File: src/rtl/nsp_regs.svh
// timing counts, scale factors and reset values of the nsp block
`ifndef NSP_REGS_SVH
`define NSP_REGS_SVH
`define NSP_CLK_NS 4
`define NSP_PROC_NS 1_000_000
`define NSP_PROC_PER_S (1_000_000_000 / `NSP_PROC_NS)
`define NSP_OVR_MUL 5'h04
`define NSP_ONE 5'h01
`define NSP_INV_PU_N 5'h0b
`define NSP_INV_PU_D 5'h0a
`define NSP_DROP_N 5'h13
`define NSP_DROP_D 5'h14
`define NSP_DISK_N 5'h09
`define NSP_DISK_D 5'h0a
`define NSP_DONE_N 5'h01
`define NSP_DONE_D 5'h14
`define NSP_SIN60 17'h0_376d
`define NSP_THIRD 15'h1555
`define NSP_Q8_ONE 16'h0100
`define NSP_K_IEC_VI 16'h0d80
`define NSP_K_IEC_EI 16'h5000
`define NSP_K_ANSI_VI 16'h03ec
`define NSP_DIV_LAST 5'h17
`define NSP_ACC_RST 32'h0000_0000
`define NSP_CNT_RST 16'h0000
`endif

File: src/rtl/nsp_pkg.sv
// types shared by the nsp block
package nsp_pkg;
  typedef logic signed [15:0] nsp_smp_t;
  typedef logic [15:0] nsp_mag_t;
  typedef enum logic [1:0] {
    NSP_OFF       = 2'b00,
    NSP_ON        = 2'b01,
    NSP_RELAY_BLK = 2'b10
  } nsp_mode_t;
  typedef enum logic [1:0] {
    NSP_IEC_VI  = 2'b00,
    NSP_IEC_EI  = 2'b01,
    NSP_ANSI_VI = 2'b10,
    NSP_POWER   = 2'b11
  } nsp_curve_t;
  typedef enum logic {
    NSP_DROP_IMM  = 1'b0,
    NSP_DROP_DISK = 1'b1
  } nsp_drop_t;
  typedef enum logic {
    NSP_DIV_IDLE = 1'b0,
    NSP_DIV_RUN  = 1'b1
  } nsp_div_t;
endpackage : nsp_pkg

File: src/rtl/nsp_link_if.sv
// measurement and curve signals between the nsp modules
`timescale 1ns/100ps
interface nsp_link_if;
  import nsp_pkg::*;
  nsp_mag_t   magA;
  nsp_mag_t   magB;
  nsp_mag_t   magC;
  nsp_mag_t   i2;
  logic       invStart;
  nsp_mag_t   invSet;
  nsp_mag_t   timeMult;
  nsp_mag_t   powerK;
  nsp_curve_t curve;
  nsp_mag_t   incRate;
  nsp_mag_t   decRate;
  logic [31:0] invLimit;
  modport seq (output magA, magB, magC, i2);
  modport inv (input i2, invStart, invSet, timeMult, powerK, curve,
               output incRate, decRate, invLimit);
  modport top (input magA, magB, magC, i2, incRate, decRate, invLimit,
               output invStart, invSet, timeMult, powerK, curve);
endinterface : nsp_link_if

File: src/rtl/nsp_top.sv
// negative sequence overcurrent protection: two DT stages, one inverse
// Functional notes
// - filter phase fundamentals and derive the negative sequence magnitude.
// - compare only when max phase above minimum and all below 4x rated.
// - low stage over threshold starts its timer and raises low pickup.
// - high stage over threshold starts its own timer and pickup.
// - a stage timer reaching its delay issues that stage's trip.
// - inverse stage curve is IEC or ANSI; DT stages run in parallel.
// - power-proportional characteristic may replace the inverse curve.
// - inverse pickup only above 1.1 times its setting.
// - inverse trip once curve time for the measured current elapses.
// - inverse dropout selectable: immediate or disk emulation.
// - immediate dropout below 95 percent of the setting.
// - immediate dropout clears the time accumulator.
// - disk emulation decrements the accumulator below 90 percent.
// - disk emulation holds the accumulator between 90 and 95 percent.
// - disk emulation clears the accumulator below 5 percent.
// - block input resets all pickups and stage timers.
// - leaving the operating range drops every stage pickup.
// - modes off, on, and on with the trip relay suppressed.
`timescale 1ns/100ps
`include "nsp_regs.svh"
module nsp_top #(
  parameter int unsigned PROC_DIV = `NSP_PROC_NS / `NSP_CLK_NS
) (
  input  wire logic                mclk,
  input  wire logic                rst_b,
  input  wire logic                sampleValid,
  input  wire nsp_pkg::nsp_smp_t   sampleA,
  input  wire nsp_pkg::nsp_smp_t   sampleB,
  input  wire nsp_pkg::nsp_smp_t   sampleC,
  input  wire logic                blockIn,
  input  wire nsp_pkg::nsp_mode_t  mode,
  input  wire nsp_pkg::nsp_curve_t curve,
  input  wire nsp_pkg::nsp_drop_t  dropMode,
  input  wire nsp_pkg::nsp_mag_t   ratedCurrent,
  input  wire nsp_pkg::nsp_mag_t   minimumCurrentSetting,
  input  wire nsp_pkg::nsp_mag_t   lowStageThreshold,
  input  wire nsp_pkg::nsp_mag_t   highStageThreshold,
  input  wire logic [15:0]         lowStageDelay,
  input  wire logic [15:0]         highStageDelay,
  input  wire nsp_pkg::nsp_mag_t   inverseStageSetting,
  input  wire nsp_pkg::nsp_mag_t   timeMultiplier,
  input  wire nsp_pkg::nsp_mag_t   powerConstant,
  output nsp_pkg::nsp_mag_t        negativeSequenceCurrent,
  output logic                     lowPickup,
  output logic                     highPickup,
  output logic                     invPickup,
  output logic                     lowTrip,
  output logic                     highTrip,
  output logic                     invTrip,
  output logic                     tripRelay
);
  import nsp_pkg::*;

  nsp_link_if lnk ();

  logic [31:0] divCnt;
  logic [31:0] next_divCnt;
  logic        procTick;
  logic        next_procTick;
  logic [2:0]  blkSync;
  logic        blk;
  logic        next_blk;
  logic        run;
  logic        inRange;
  logic        act;
  nsp_mag_t    i2Eff;
  nsp_mag_t    maxPhase;
  logic        invAbove;
  logic        below95;
  logic        below90;
  logic        below5;
  logic        next_lowPickup;
  logic        next_highPickup;
  logic        next_invPickup;
  logic        next_lowTrip;
  logic        next_highTrip;
  logic        next_invTrip;
  logic        next_tripRelay;
  logic [15:0] lowCnt;
  logic [15:0] next_lowCnt;
  logic [15:0] highCnt;
  logic [15:0] next_highCnt;
  logic [31:0] acc;
  logic [31:0] next_acc;
  logic [32:0] accSum;

  nsp_seq_calc uSeq (
    .mclk        (mclk),
    .rst_b       (rst_b),
    .sampleValid (sampleValid),
    .sampleA     (sampleA),
    .sampleB     (sampleB),
    .sampleC     (sampleC),
    .lnk         (lnk.seq)
  );

  nsp_inv_curve uInv (
    .mclk  (mclk),
    .rst_b (rst_b),
    .lnk   (lnk.inv)
  );

  // a * na > b * nb, used for every percentage threshold
  function automatic logic gtScaled(input nsp_mag_t a, input nsp_mag_t b,
                                    input logic [4:0] na,
                                    input logic [4:0] nb);
    return (21'(a) * 21'(na)) > (21'(b) * 21'(nb));
  endfunction : gtScaled

  // counts processing cycles while picked up, saturates at full scale
  function automatic logic [15:0] stepTimer(input logic pu,
                                            input logic [15:0] c);
    if (!pu)
      return `NSP_CNT_RST;
    return (c == 16'hffff) ? c : c + 16'h0001;
  endfunction : stepTimer

  // processing cycle divider and block input synchroniser
  always_comb
  begin
    next_procTick = (divCnt == 32'(PROC_DIV - 1));
    next_divCnt   = next_procTick ? 32'h0000_0000 : divCnt + 32'h0000_0001;
    // a change counts once the last two stages agree
    next_blk      = (blkSync[1] == blkSync[2]) ? blkSync[2] : blk;
  end

  always_ff @(posedge mclk or negedge rst_b)
  begin
    if (!rst_b)
    begin
      divCnt   <= 32'h0000_0000;
      procTick <= 1'b0;
      blkSync  <= 3'h0;
      blk      <= 1'b0;
    end
    else
    begin
      divCnt   <= next_divCnt;
      procTick <= next_procTick;
      blkSync  <= {blkSync[1:0], blockIn};
      blk      <= next_blk;
    end
  end

  // operating range and effective current seen by the stages
  always_comb
  begin
    maxPhase = (lnk.magA > lnk.magB) ? lnk.magA : lnk.magB;
    maxPhase = (maxPhase > lnk.magC) ? maxPhase : lnk.magC;
    run      = ((mode == NSP_ON) || (mode == NSP_RELAY_BLK)) && !blk;
    inRange  = (maxPhase > minimumCurrentSetting)
            && !gtScaled(lnk.magA, ratedCurrent, `NSP_ONE, `NSP_OVR_MUL)
            && !gtScaled(lnk.magB, ratedCurrent, `NSP_ONE, `NSP_OVR_MUL)
            && !gtScaled(lnk.magC, ratedCurrent, `NSP_ONE, `NSP_OVR_MUL);
    act      = run && inRange;
    // out of range looks like zero current, so every pickup drops
    i2Eff    = act ? lnk.i2 : 16'h0000;
    invAbove = gtScaled(i2Eff, inverseStageSetting,
                        `NSP_INV_PU_D, `NSP_INV_PU_N);
    below95  = gtScaled(inverseStageSetting, i2Eff,
                        `NSP_DROP_N, `NSP_DROP_D);
    below90  = gtScaled(inverseStageSetting, i2Eff,
                        `NSP_DISK_N, `NSP_DISK_D);
    below5   = gtScaled(inverseStageSetting, i2Eff,
                        `NSP_DONE_N, `NSP_DONE_D);
  end

  // curve request goes out each cycle, rates are ready long before next
  assign lnk.invStart = procTick;
  assign lnk.invSet   = inverseStageSetting;
  assign lnk.timeMult = timeMultiplier;
  assign lnk.powerK   = powerConstant;
  assign lnk.curve    = curve;

  // stage logic, evaluated once per processing cycle
  always_comb
  begin
    next_lowPickup  = lowPickup;
    next_highPickup = highPickup;
    next_invPickup  = invPickup;
    next_lowCnt     = lowCnt;
    next_highCnt    = highCnt;
    next_lowTrip    = lowTrip;
    next_highTrip   = highTrip;
    next_invTrip    = invTrip;
    next_acc        = acc;
    accSum          = 33'(acc) + 33'(lnk.incRate);
    if (!run)
    begin
      next_lowPickup  = 1'b0;
      next_highPickup = 1'b0;
      next_invPickup  = 1'b0;
      next_lowCnt     = `NSP_CNT_RST;
      next_highCnt    = `NSP_CNT_RST;
      next_lowTrip    = 1'b0;
      next_highTrip   = 1'b0;
      next_invTrip    = 1'b0;
      next_acc        = `NSP_ACC_RST;
    end
    else if (procTick)
    begin
      next_lowPickup  = i2Eff > lowStageThreshold;
      next_highPickup = i2Eff > highStageThreshold;
      next_lowCnt     = stepTimer(next_lowPickup, lowCnt);
      next_highCnt    = stepTimer(next_highPickup, highCnt);
      next_lowTrip    = next_lowPickup
                     && (next_lowCnt >= lowStageDelay);
      next_highTrip   = next_highPickup
                     && (next_highCnt >= highStageDelay);
      if (invAbove)
        next_invPickup = 1'b1;
      // a zero setting never reads as below 95, so range loss drops it too
      else if (below95 || !act)
        next_invPickup = 1'b0;
      if (next_invPickup)
        next_acc = accSum[32] ? 32'hffff_ffff : accSum[31:0];
      else if (dropMode == NSP_DROP_IMM)
        next_acc = `NSP_ACC_RST;
      else if (below5)
        next_acc = `NSP_ACC_RST;
      else if (below90)
        next_acc = (acc > 32'(lnk.decRate))
                 ? acc - 32'(lnk.decRate) : `NSP_ACC_RST;
      // between 90 and 95 percent the accumulator simply holds
      else
        next_acc = acc;
      next_invTrip = next_invPickup && (next_acc >= lnk.invLimit);
    end
    // stages are independent, so whichever is fastest trips first
    next_tripRelay = (mode == NSP_ON) && !blk
                  && (lowTrip || highTrip || invTrip);
  end

  always_ff @(posedge mclk or negedge rst_b)
  begin
    if (!rst_b)
    begin
      lowPickup  <= 1'b0;
      highPickup <= 1'b0;
      invPickup  <= 1'b0;
      lowTrip    <= 1'b0;
      highTrip   <= 1'b0;
      invTrip    <= 1'b0;
      tripRelay  <= 1'b0;
      lowCnt     <= `NSP_CNT_RST;
      highCnt    <= `NSP_CNT_RST;
      acc        <= `NSP_ACC_RST;
      negativeSequenceCurrent <= 16'h0000;
    end
    else
    begin
      lowPickup  <= next_lowPickup;
      highPickup <= next_highPickup;
      invPickup  <= next_invPickup;
      lowTrip    <= next_lowTrip;
      highTrip   <= next_highTrip;
      invTrip    <= next_invTrip;
      tripRelay  <= next_tripRelay;
      lowCnt     <= next_lowCnt;
      highCnt    <= next_highCnt;
      acc        <= next_acc;
      negativeSequenceCurrent <= lnk.i2;
    end
  end

  chk_block_reset: assert property (
    @(posedge mclk) disable iff (!rst_b)
    blk |=> !lowPickup && !highPickup && !invPickup && acc == 32'h0000_0000
  ) else $error("block did not clear the stages");

  chk_range_drop: assert property (
    @(posedge mclk) disable iff (!rst_b)
    procTick && !inRange |=> !lowPickup && !highPickup && !invPickup
  ) else $error("pickup held outside operating range");

  chk_high_pickup: assert property (
    @(posedge mclk) disable iff (!rst_b)
    procTick && act && lnk.i2 > highStageThreshold |=> highPickup
  ) else $error("high stage did not pick up");

  chk_low_delay: assert property (
    @(posedge mclk) disable iff (!rst_b)
    $rose(lowTrip) |-> lowPickup && lowCnt >= lowStageDelay
  ) else $error("low stage tripped before its delay");

  chk_inv_pickup: assert property (
    @(posedge mclk) disable iff (!rst_b)
    $rose(invPickup) |-> $past(invAbove) && $past(procTick)
  ) else $error("inverse pickup below 1.1 times setting");

  chk_imm_clear: assert property (
    @(posedge mclk) disable iff (!rst_b)
    $fell(invPickup) && $past(dropMode) == NSP_DROP_IMM
      |-> acc == 32'h0000_0000
  ) else $error("accumulator kept after immediate dropout");

  chk_disk_hold: assert property (
    @(posedge mclk) disable iff (!rst_b)
    procTick && run && dropMode == NSP_DROP_DISK && !next_invPickup
      && !below90 |=> $stable(acc)
  ) else $error("accumulator moved in the hold band");

  chk_disk_decay: assert property (
    @(posedge mclk) disable iff (!rst_b)
    procTick && run && dropMode == NSP_DROP_DISK && !next_invPickup
      && below90 && !below5 && acc != 32'h0000_0000 |=> acc < $past(acc)
  ) else $error("accumulator did not decay below 90 percent");

  chk_disk_done: assert property (
    @(posedge mclk) disable iff (!rst_b)
    procTick && run && below5 && !next_invPickup |=> acc == 32'h0000_0000
  ) else $error("accumulator not cleared below 5 percent");

  chk_relay_gate: assert property (
    @(posedge mclk) disable iff (!rst_b)
    mode != NSP_ON |=> !tripRelay
  ) else $error("trip relay driven while suppressed");

  chk_tick_single: assert property (
    @(posedge mclk) disable iff (!rst_b)
    procTick |=> !procTick [*2]
  ) else $error("processing cycle pulse too long");
endmodule : nsp_top

File: src/rtl/nsp_seq_calc.sv
// fundamental phasors, phase magnitudes and negative sequence magnitude
`timescale 1ns/100ps
`include "nsp_regs.svh"
module nsp_seq_calc (
  input wire logic             mclk,
  input wire logic             rst_b,
  input wire logic             sampleValid,
  input wire nsp_pkg::nsp_smp_t sampleA,
  input wire nsp_pkg::nsp_smp_t sampleB,
  input wire nsp_pkg::nsp_smp_t sampleC,
  nsp_link_if.seq              lnk
);
  import nsp_pkg::*;

  nsp_smp_t          hist      [0:2][0:3];
  nsp_smp_t          next_hist [0:2][0:3];
  nsp_smp_t          smp       [0:2];
  logic signed [18:0] re       [0:2];
  logic signed [18:0] im       [0:2];
  logic signed [18:0] sr;
  logic signed [18:0] si;
  nsp_mag_t          mag       [0:3];
  nsp_mag_t          next_mag  [0:3];

  function automatic logic signed [18:0] sin60(input logic signed [18:0] x);
    logic signed [35:0] p;
    p = 36'(x) * 36'(signed'({1'b0, `NSP_SIN60}));
    return p[32:14];
  endfunction : sin60

  // max plus 3/8 min, within about 7 percent of the true modulus
  function automatic logic [18:0] magOf(input logic signed [18:0] x,
                                        input logic signed [18:0] y);
    logic [18:0] ax;
    logic [18:0] ay;
    logic [18:0] mx;
    logic [18:0] mn;
    ax = x[18] ? 19'(-x) : 19'(x);
    ay = y[18] ? 19'(-y) : 19'(y);
    mx = (ax > ay) ? ax : ay;
    mn = (ax > ay) ? ay : ax;
    return mx + (mn >> 2) + (mn >> 3);
  endfunction : magOf

  function automatic logic [18:0] third(input logic [18:0] m);
    logic [33:0] p;
    p = 34'(m) * 34'(`NSP_THIRD);
    return p[32:14];
  endfunction : third

  function automatic nsp_mag_t sat16(input logic [18:0] m);
    return (m[18:16] != 3'h0) ? 16'hffff : m[15:0];
  endfunction : sat16

  // four samples per period: x0-x2 and x1-x3 give the fundamental
  always_comb
  begin
    smp[0] = sampleA;
    smp[1] = sampleB;
    smp[2] = sampleC;
    next_hist = hist;
    for (int p = 0; p < 3; p++)
    begin
      if (sampleValid)
      begin
        for (int k = 3; k > 0; k--)
          next_hist[p][k] = hist[p][k-1];
        next_hist[p][0] = smp[p];
      end
      re[p] = 19'(hist[p][0]) - 19'(hist[p][2]);
      im[p] = 19'(hist[p][1]) - 19'(hist[p][3]);
      next_mag[p] = sat16(magOf(re[p], im[p]));
    end
    // (A + a^2 B + a C) / 3 with a = 120 degree rotation
    sr = re[0] - ((re[1] + re[2]) >>> 1) + sin60(im[1] - im[2]);
    si = im[0] - ((im[1] + im[2]) >>> 1) - sin60(re[1] - re[2]);
    next_mag[3] = sat16(third(magOf(sr, si)));
  end

  always_ff @(posedge mclk or negedge rst_b)
  begin
    if (!rst_b)
    begin
      for (int p = 0; p < 3; p++)
        for (int k = 0; k < 4; k++)
          hist[p][k] <= 16'sh0000;
      for (int m = 0; m < 4; m++)
        mag[m] <= 16'h0000;
    end
    else
    begin
      hist <= next_hist;
      mag  <= next_mag;
    end
  end

  assign lnk.magA = mag[0];
  assign lnk.magB = mag[1];
  assign lnk.magC = mag[2];
  assign lnk.i2   = mag[3];
endmodule : nsp_seq_calc

File: src/rtl/nsp_inv_curve.sv
// serial ratio divider and inverse curve rates for the inverse stage
`timescale 1ns/100ps
`include "nsp_regs.svh"
module nsp_inv_curve (
  input wire logic mclk,
  input wire logic rst_b,
  nsp_link_if.inv  lnk
);
  import nsp_pkg::*;

  nsp_div_t    state;
  nsp_div_t    next_state;
  logic [4:0]  cnt;
  logic [4:0]  next_cnt;
  logic [16:0] rem;
  logic [16:0] next_rem;
  logic [16:0] trial;
  logic [23:0] num;
  logic [23:0] next_num;
  logic [23:0] quo;
  logic [23:0] next_quo;
  nsp_mag_t    ratio;
  nsp_mag_t    next_ratio;
  logic [31:0] sqFull;
  nsp_mag_t    sq;
  nsp_mag_t    kSel;
  logic [31:0] kt;

  // restoring division, ratio = i2 / setting in Q8, 24 steps
  always_comb
  begin
    next_state = state;
    next_cnt   = cnt;
    next_rem   = rem;
    next_num   = num;
    next_quo   = quo;
    next_ratio = ratio;
    trial      = {rem[15:0], num[23]};
    unique case (state)
      NSP_DIV_IDLE:
        if (lnk.invStart)
        begin
          next_num   = {lnk.i2, 8'h00};
          next_rem   = 17'h0_0000;
          next_quo   = 24'h00_0000;
          next_cnt   = 5'h00;
          next_state = NSP_DIV_RUN;
        end
      NSP_DIV_RUN:
      begin
        next_num = {num[22:0], 1'b0};
        if (trial >= {1'b0, lnk.invSet})
        begin
          next_rem = trial - {1'b0, lnk.invSet};
          next_quo = {quo[22:0], 1'b1};
        end
        else
        begin
          next_rem = trial;
          next_quo = {quo[22:0], 1'b0};
        end
        next_cnt = cnt + 5'h01;
        if (cnt == `NSP_DIV_LAST)
        begin
          next_state = NSP_DIV_IDLE;
          // zero setting gives all ones, i.e. saturated ratio
          next_ratio = (next_quo[23:16] != 8'h00) ? 16'hffff
                                                  : next_quo[15:0];
        end
      end
    endcase
  end

  always_ff @(posedge mclk or negedge rst_b)
  begin
    if (!rst_b)
    begin
      state <= NSP_DIV_IDLE;
      cnt   <= 5'h00;
      rem   <= 17'h0_0000;
      num   <= 24'h00_0000;
      quo   <= 24'h00_0000;
      ratio <= 16'h0000;
    end
    else
    begin
      state <= next_state;
      cnt   <= next_cnt;
      rem   <= next_rem;
      num   <= next_num;
      quo   <= next_quo;
      ratio <= next_ratio;
    end
  end

  // rate per processing cycle, limit = K * multiplier * cycles per second
  always_comb
  begin
    sqFull = 32'(ratio) * 32'(ratio);
    sq = (sqFull[31:24] != 8'h00) ? 16'hffff : sqFull[23:8];
    unique case (lnk.curve)
      NSP_IEC_VI:
      begin
        kSel = `NSP_K_IEC_VI;
        lnk.incRate = (ratio > `NSP_Q8_ONE) ? ratio - `NSP_Q8_ONE : 16'h0000;
      end
      NSP_IEC_EI:
      begin
        kSel = `NSP_K_IEC_EI;
        lnk.incRate = (sq > `NSP_Q8_ONE) ? sq - `NSP_Q8_ONE : 16'h0000;
      end
      NSP_ANSI_VI:
      begin
        kSel = `NSP_K_ANSI_VI;
        lnk.incRate = (sq > `NSP_Q8_ONE) ? sq - `NSP_Q8_ONE : 16'h0000;
      end
      NSP_POWER:
      begin
        kSel = lnk.powerK;
        lnk.incRate = sq;
      end
    endcase
    // reset slope 1 - M^2, never zero so history always decays
    lnk.decRate = (sq < `NSP_Q8_ONE - 16'h0001) ? `NSP_Q8_ONE - sq
                                                : 16'h0001;
    kt = 32'(kSel) * 32'(lnk.timeMult);
    lnk.invLimit = 32'(40'(kt[31:8]) * 40'(`NSP_PROC_PER_S));
  end
endmodule : nsp_inv_curve

File: config.mk
export PLATFORM = sky130hd
export DESIGN_NAME = nsp_top
export DESIGN_NICKNAME = d
export VERILOG_FILES = /design/src/rtl/nsp_pkg.sv /design/src/rtl/nsp_link_if.sv /design/src/rtl/nsp_top.sv /design/src/rtl/nsp_seq_calc.sv /design/src/rtl/nsp_inv_curve.sv
export VERILOG_INCLUDE_DIRS = /design/src /design/src/rtl
export SDC_FILE = /design/constraint.sdc
export NUM_CORES = 2
export LEC_CHECK = 0
export BUFFER_PORTS_ARGS = -buffer_cell sky130_fd_sc_hd__buf_2
export CORE_UTILIZATION = 25
export CTS_BUF_LIST = sky130_fd_sc_hd__clkbuf_8
export CTS_CLUSTER_DIAMETER = 80
export DETAILED_ROUTE_END_ITERATION = 12
export PLACE_DENSITY = 0.38
export SLEW_MARGIN = 20
export SYNTH_ARGS = -nofsm -noshare
export SYNTH_HDL_FRONTEND = slang
export SYNTH_SLANG_ARGS = --single-unit
File: constraint.sdc
create_clock -name mclk -period 26.6 [get_ports mclk]
set_input_delay 5.32 -clock mclk [delete_from_list [all_inputs] [get_ports mclk]]
set_output_delay 5.32 -clock mclk [all_outputs]
set_load 0.01 [all_outputs]
# Word level (Yosys, flattened, before mapping)
# Index checks and enable logic that the tools add are counted.
# totals
ramBits,0
elab_cells,244
memories,0
register_bits,465
romBits,0
latch_bits,0
in_bits,201
# op_classes
magnitude_cmp,24
div_mod_pow,0
mul,11
reduce_logical,28
addsub,40
bitwise_logic,1
shifts,0
mux,91
n_eq_ne,12
# ops
operator,n
$mux W16,28
$mux W32,11
$mux W19,16
$neg A17 Y19,6
$sub A16 B16 Y17,6
$gt A16 B16 Y1,5
$add A19 B16 Y19,4
$add A19 B17 Y19,4
$gt A19 B19 Y1,4
$sub A17 B17 Y18,4
$mul A19 B15 Y33 const B,2
$mul A16 B16 Y32,2
$pmux W16 S4,1
$gt A16 B18 Y1,3
$mux W24,2
$pmux W16 S3,1
$pmux W24 S2,1
$pmux W23 S2,1
$gt A20 B20 Y1,2
$mul A16 B4 Y20 const B,2
$mul A16 B3 Y19 const B,2
$neg A19 Y19,2
$add A17 B17 Y18,2
$add A32 B16 Y33,1
43 further kinds,95

# Logic depth before layout (Yosys ltp)
# logic_depth
ltp_word,24
ltp_mapped,117
depth_no_buf,114

# Modules after synthesis
# From an unflattened synthesis, not the netlist that was laid out.
# unflattened
hier_cells,10110
area_unflattened_um2,87466.4
# by_module_without_submodules
mod,area_per_inst_um2,n_inst,seq_area_each_um2,cells_per_inst
nsp_seq_calc,43310.3,1,6406.1,4856
nsp_inv_curve,24141.9,1,1926.8,2724
nsp_top,20014.2,1,3103.0,2530

# Least setup slack after synthesis
# No wires, ideal clock.
# synth_timing
path_type,register -> register
start,register uSeq.hist[80] (netlist name)
end,"register uSeq.mag, in the netlist uSeq.lnk.i2[11]"
period_less_slack_ns,23.201
path_slack_ns,3.399
t_required_ns,26.466
arrival_time_ns,23.067
stages_incl_launch_ff,112
path_buffers,4
setup_time_ns,0.134
path_cell_list,dfrtp_1 -> ha_1 -> fa_1 -> nand2b_1 -> a21oi_1 -> o21ai_1 -> a21oi_1 -> a21oi_1 -> nor2_1 -> o21ai_0 -> nand2b_1 -> a21o_1 -> a21o_1 -> a21o_1 -> nand2_1 -> a31oi_1 -> clkinv_1 -> ha_1 -> [... 76 more ...] -> ha_1 -> fa_1 -> fa_1 -> inv_1 -> fa_1 -> inv_1 -> ha_1 -> nor3_1 -> a22oi_1 -> nand2_1 -> a31oi_1 -> a221o_1 -> and4_1 -> a2111oi_0 -> o21bai_1 -> mux2i_1 -> clkbuf_1 -> nand2_1
# synth_rtl
element,line_no,rtl
from (decl),nsp_seq_calc.sv:15,nsp_smp_t hist [0:2][0:3];
from (signal assigned),nsp_seq_calc.sv:92,hist <= next_hist;
to (signal assigned),nsp_seq_calc.sv:93,mag <= next_mag;
to (decl),nsp_seq_calc.sv:22,nsp_mag_t mag [0:3];

==> flow_summary.ini <==
[worst_setup_path]
r2r_setup_slack_ns = 1.81
ff2ff_path_depth = 110
slowest_delay_ns = 0.55
crit_path_end_kind = flip-flop
worstPathArrival_ns = 25.47
crit_slowest_cell = fa_1
critPathMaxFanout = 29
r2r_start = uSeq.hist[16]
crit_required_ns = 27.28
crit_top_cell = a21oi_1
crit_end = uSeq.lnk.i2[10]
crit_path_start_kind = flip-flop
path_class = flip-flop to flip-flop
reg2reg_to = uSeq.lnk.i2[10]
startpoint = uSeq.hist[16]

[sta]
tightestPinTransition_ns = 1.13
maxSlewHeadroom_pct = 24.4
fin_crit_sh_pct = 93.2
hold_ws_ns = 0.383
setup_ws_ns = 1.81
clock.fmax_mhz = 40.3
slew_violations = 0
skew_ns = 0.0791
finalSetupViolCount = 0
min_period_ns = 24.79
final-hold-violation-count = 0

[cells_and_area]
nets = 12417
drive_gt1_share_pct = 6.61
syn_to_final_growth_pct = 10.7
final_core_util_pct = 27.8
fillers = 36517

[synthesis]
yosysTopAreaCell = fa_1
synth.area.top_cells = fa_1 21%, ha_1 20%, dfrtp_1 13%
yosysUniqueCellTypes = 96
synth_seq_cells = 457
yosysTopAreaCellShare_pct = 20.8
syn-instance-count = 9761
synth-edff-count = 0
yosysWarnings = 0
avgSynthCellArea_um2 = 8.70
ys.flop_type = dfrtp_1
seq_area_frac_synth_pct = 13.5
synthMostInstantiatedCell = inv_1
synthArstFlopShare_pct = 100
syn_area_mm2 = 0.0849
synth_common_cells = 1,790 x inv_1, 1,361 x ha_1, 882 x fa_1

[hold_path]
hold_path_class = flip-flop to flip-flop

[grt]
use_met1_pct = 20.8
grt_pass1_wl_um = 418000
grt_max_degree = 102
antenna_found_initial = 20
track_usage_pct = 15.8
busiest_layer = met2
met3_usage_pct = 1.41
grt_pass1_vias = 69883
overflow = 0
use_met2_pct = 27.4

[clock_network]
cts_max_path_buffers = 3
hold_buffers = 0
cts_resized = 0
numClockSinks = 457
tritoncts = done
cts_setup_buffers = 0
clk_root_buffer_cell = clkbuf_8
cts.clk_slew.worst_paths_ns = 0.06
cts_buffers = 97
h-tree-depth = 3
clk_latency_ns = 0.87

[floorplan]
fp.dieW_um = 585
fp.dieH_um = 585
core_mm2 = 0.337
initial_core_util_pct = 25.2
num_rows = 213
ios = 224
die_area_mm2 = 0.342

[detailed_routing]
ant_nets = 0
vias_per_cell = 4.55
avgRoutedWirePerCell_um = 18.5
drt_iter0_markers = 2795
routed-via-count = 66381
drt_wl_total_um = 270000
drt_first_pass_iters = 5
drc = 0

[run]
maxCapViolations = 0

[placement]
dp_hpwl_um = 233000
gp_congestion = 0.877
place_ws_ns = 0.997
place.port_buffers = 223

[run_status]
status = finished clean
-- worst min path at each step --
stage	slack, ns	startpoint	cells after the start	to
final	0.38	blkSync[0]	0	blkSync[1]
after global routing	0.39	blkSync[0]	0	blkSync[1]
after CTS	0.38	blkSync[0]	0	blkSync[1]
after detailed placement	0.35	blkSync[0]	0	blkSync[1]
after global placement	0.34	blkSync[0]	0	blkSync[1]
after floorplan	0.33	blkSync[0]	0	blkSync[1]
-- per-stage QoR --
step / instance area (um2) / TNS (ns) / std cells
after floorplan: 85000 / 0 / 9786
after global placement: 91700 / 0 / 14389
after detailed placement: 91700 / 0 / 14389
after CTS: 93800 / 0 / 14568
after global routing: 93900 / -0.0405 / 14573
final: 93900 / 0 / 14579
-- logic make-up after synthesis --
family	share of synthesized area, %
AND/OR/NAND/NOR	13.1
adder cells (fa/ha/maj)	40.9
buffers and inverters	8.94
AO/OA/AOI/OAI	13.6
XOR/XNOR	6.61
flip-flops	13.5
multiplexers	3.34
other	0.00885
-- registers in the layout, summed over array words and instances, names as in the netlist, 23 cells and up --
| name | count |
|---|---|
| uSeq.hist | 192 |
| acc | 32 |
| divCnt | 32 |
| uInv.quo | 23 |
-- cell usage in the layout (no fill, tap or decap), types with 108 or more instances in the layout --
master | netlist | layout
nand2b_1 | 122 | 122
dfrtp_1 | 457 | 455
mux2_2 | 109 | 109
and2_1 | 167 | 166
a21oi_1 | 414 | 412
nor2b_1 | 125 | 125
nor2_1 | 478 | 477
xor2_1 | 206 | 201
ha_1 | 1361 | 1361
xnor2_1 | 430 | 424
inv_1 | 1790 | 1818
nand2_1 | 802 | 801
nor3_1 | 114 | 112
o21ai_0 | 572 | 567
nand3_1 | 115 | 114
fa_1 | 882 | 882
buf_2 | 3 | 221
a21o_1 | 200 | 200
clkbuf_8 | 0 | 125
mux2i_1 | 156 | 153
o21a_1 | 108 | 108
-- metal layers --
layer / up-vias / share of wire [%]
li1: 32717 / -
met1: 32566 / 46
met2: 855 / 48
met3: 241 / 2.7
met4: 2 / 2.8
met5: - / 0.0048
-- cell type report --
| cell class | instances | area (um2) | share of cell area [%] |
|---|---|---|---|
| Antenna cell | 11 | 27.5 | 0.0293 |
| Inverter | 1795 | 6740 | 7.17 |
| Timing Repair Buffer | 304 | 1760 | 1.87 |
| Clock inverter | 54 | 394 | 0.420 |
| Sequential cell | 457 | 11400 | 12.2 |
| Clock buffer | 125 | 1720 | 1.83 |
| Tap cell | 4515 | 5650 | 6.01 |
| Multi-Input combinational cell | 7318 | 66200 | 70.5 |
-- worst max-delay path: cells and delay by family, from the launching register on --
| kind | cells | cell delay [ns] |
|---|---|---|
| AOI/OAI and AO/OA | 52 | 9.88 |
| adders and majority gates | 20 | 7.99 |
| and+or+nand+nor | 19 | 3.07 |
| xor gates and xnor gates | 7 | 1.69 |
| buffers and inverters | 10 | 1.00 |
| muxes | 2 | 0.65 |
| DFF | 1 | 0.40 |
Power is not shown: default switching activity piles up to over one toggle a cycle in this logic, so the estimate is an artifact.
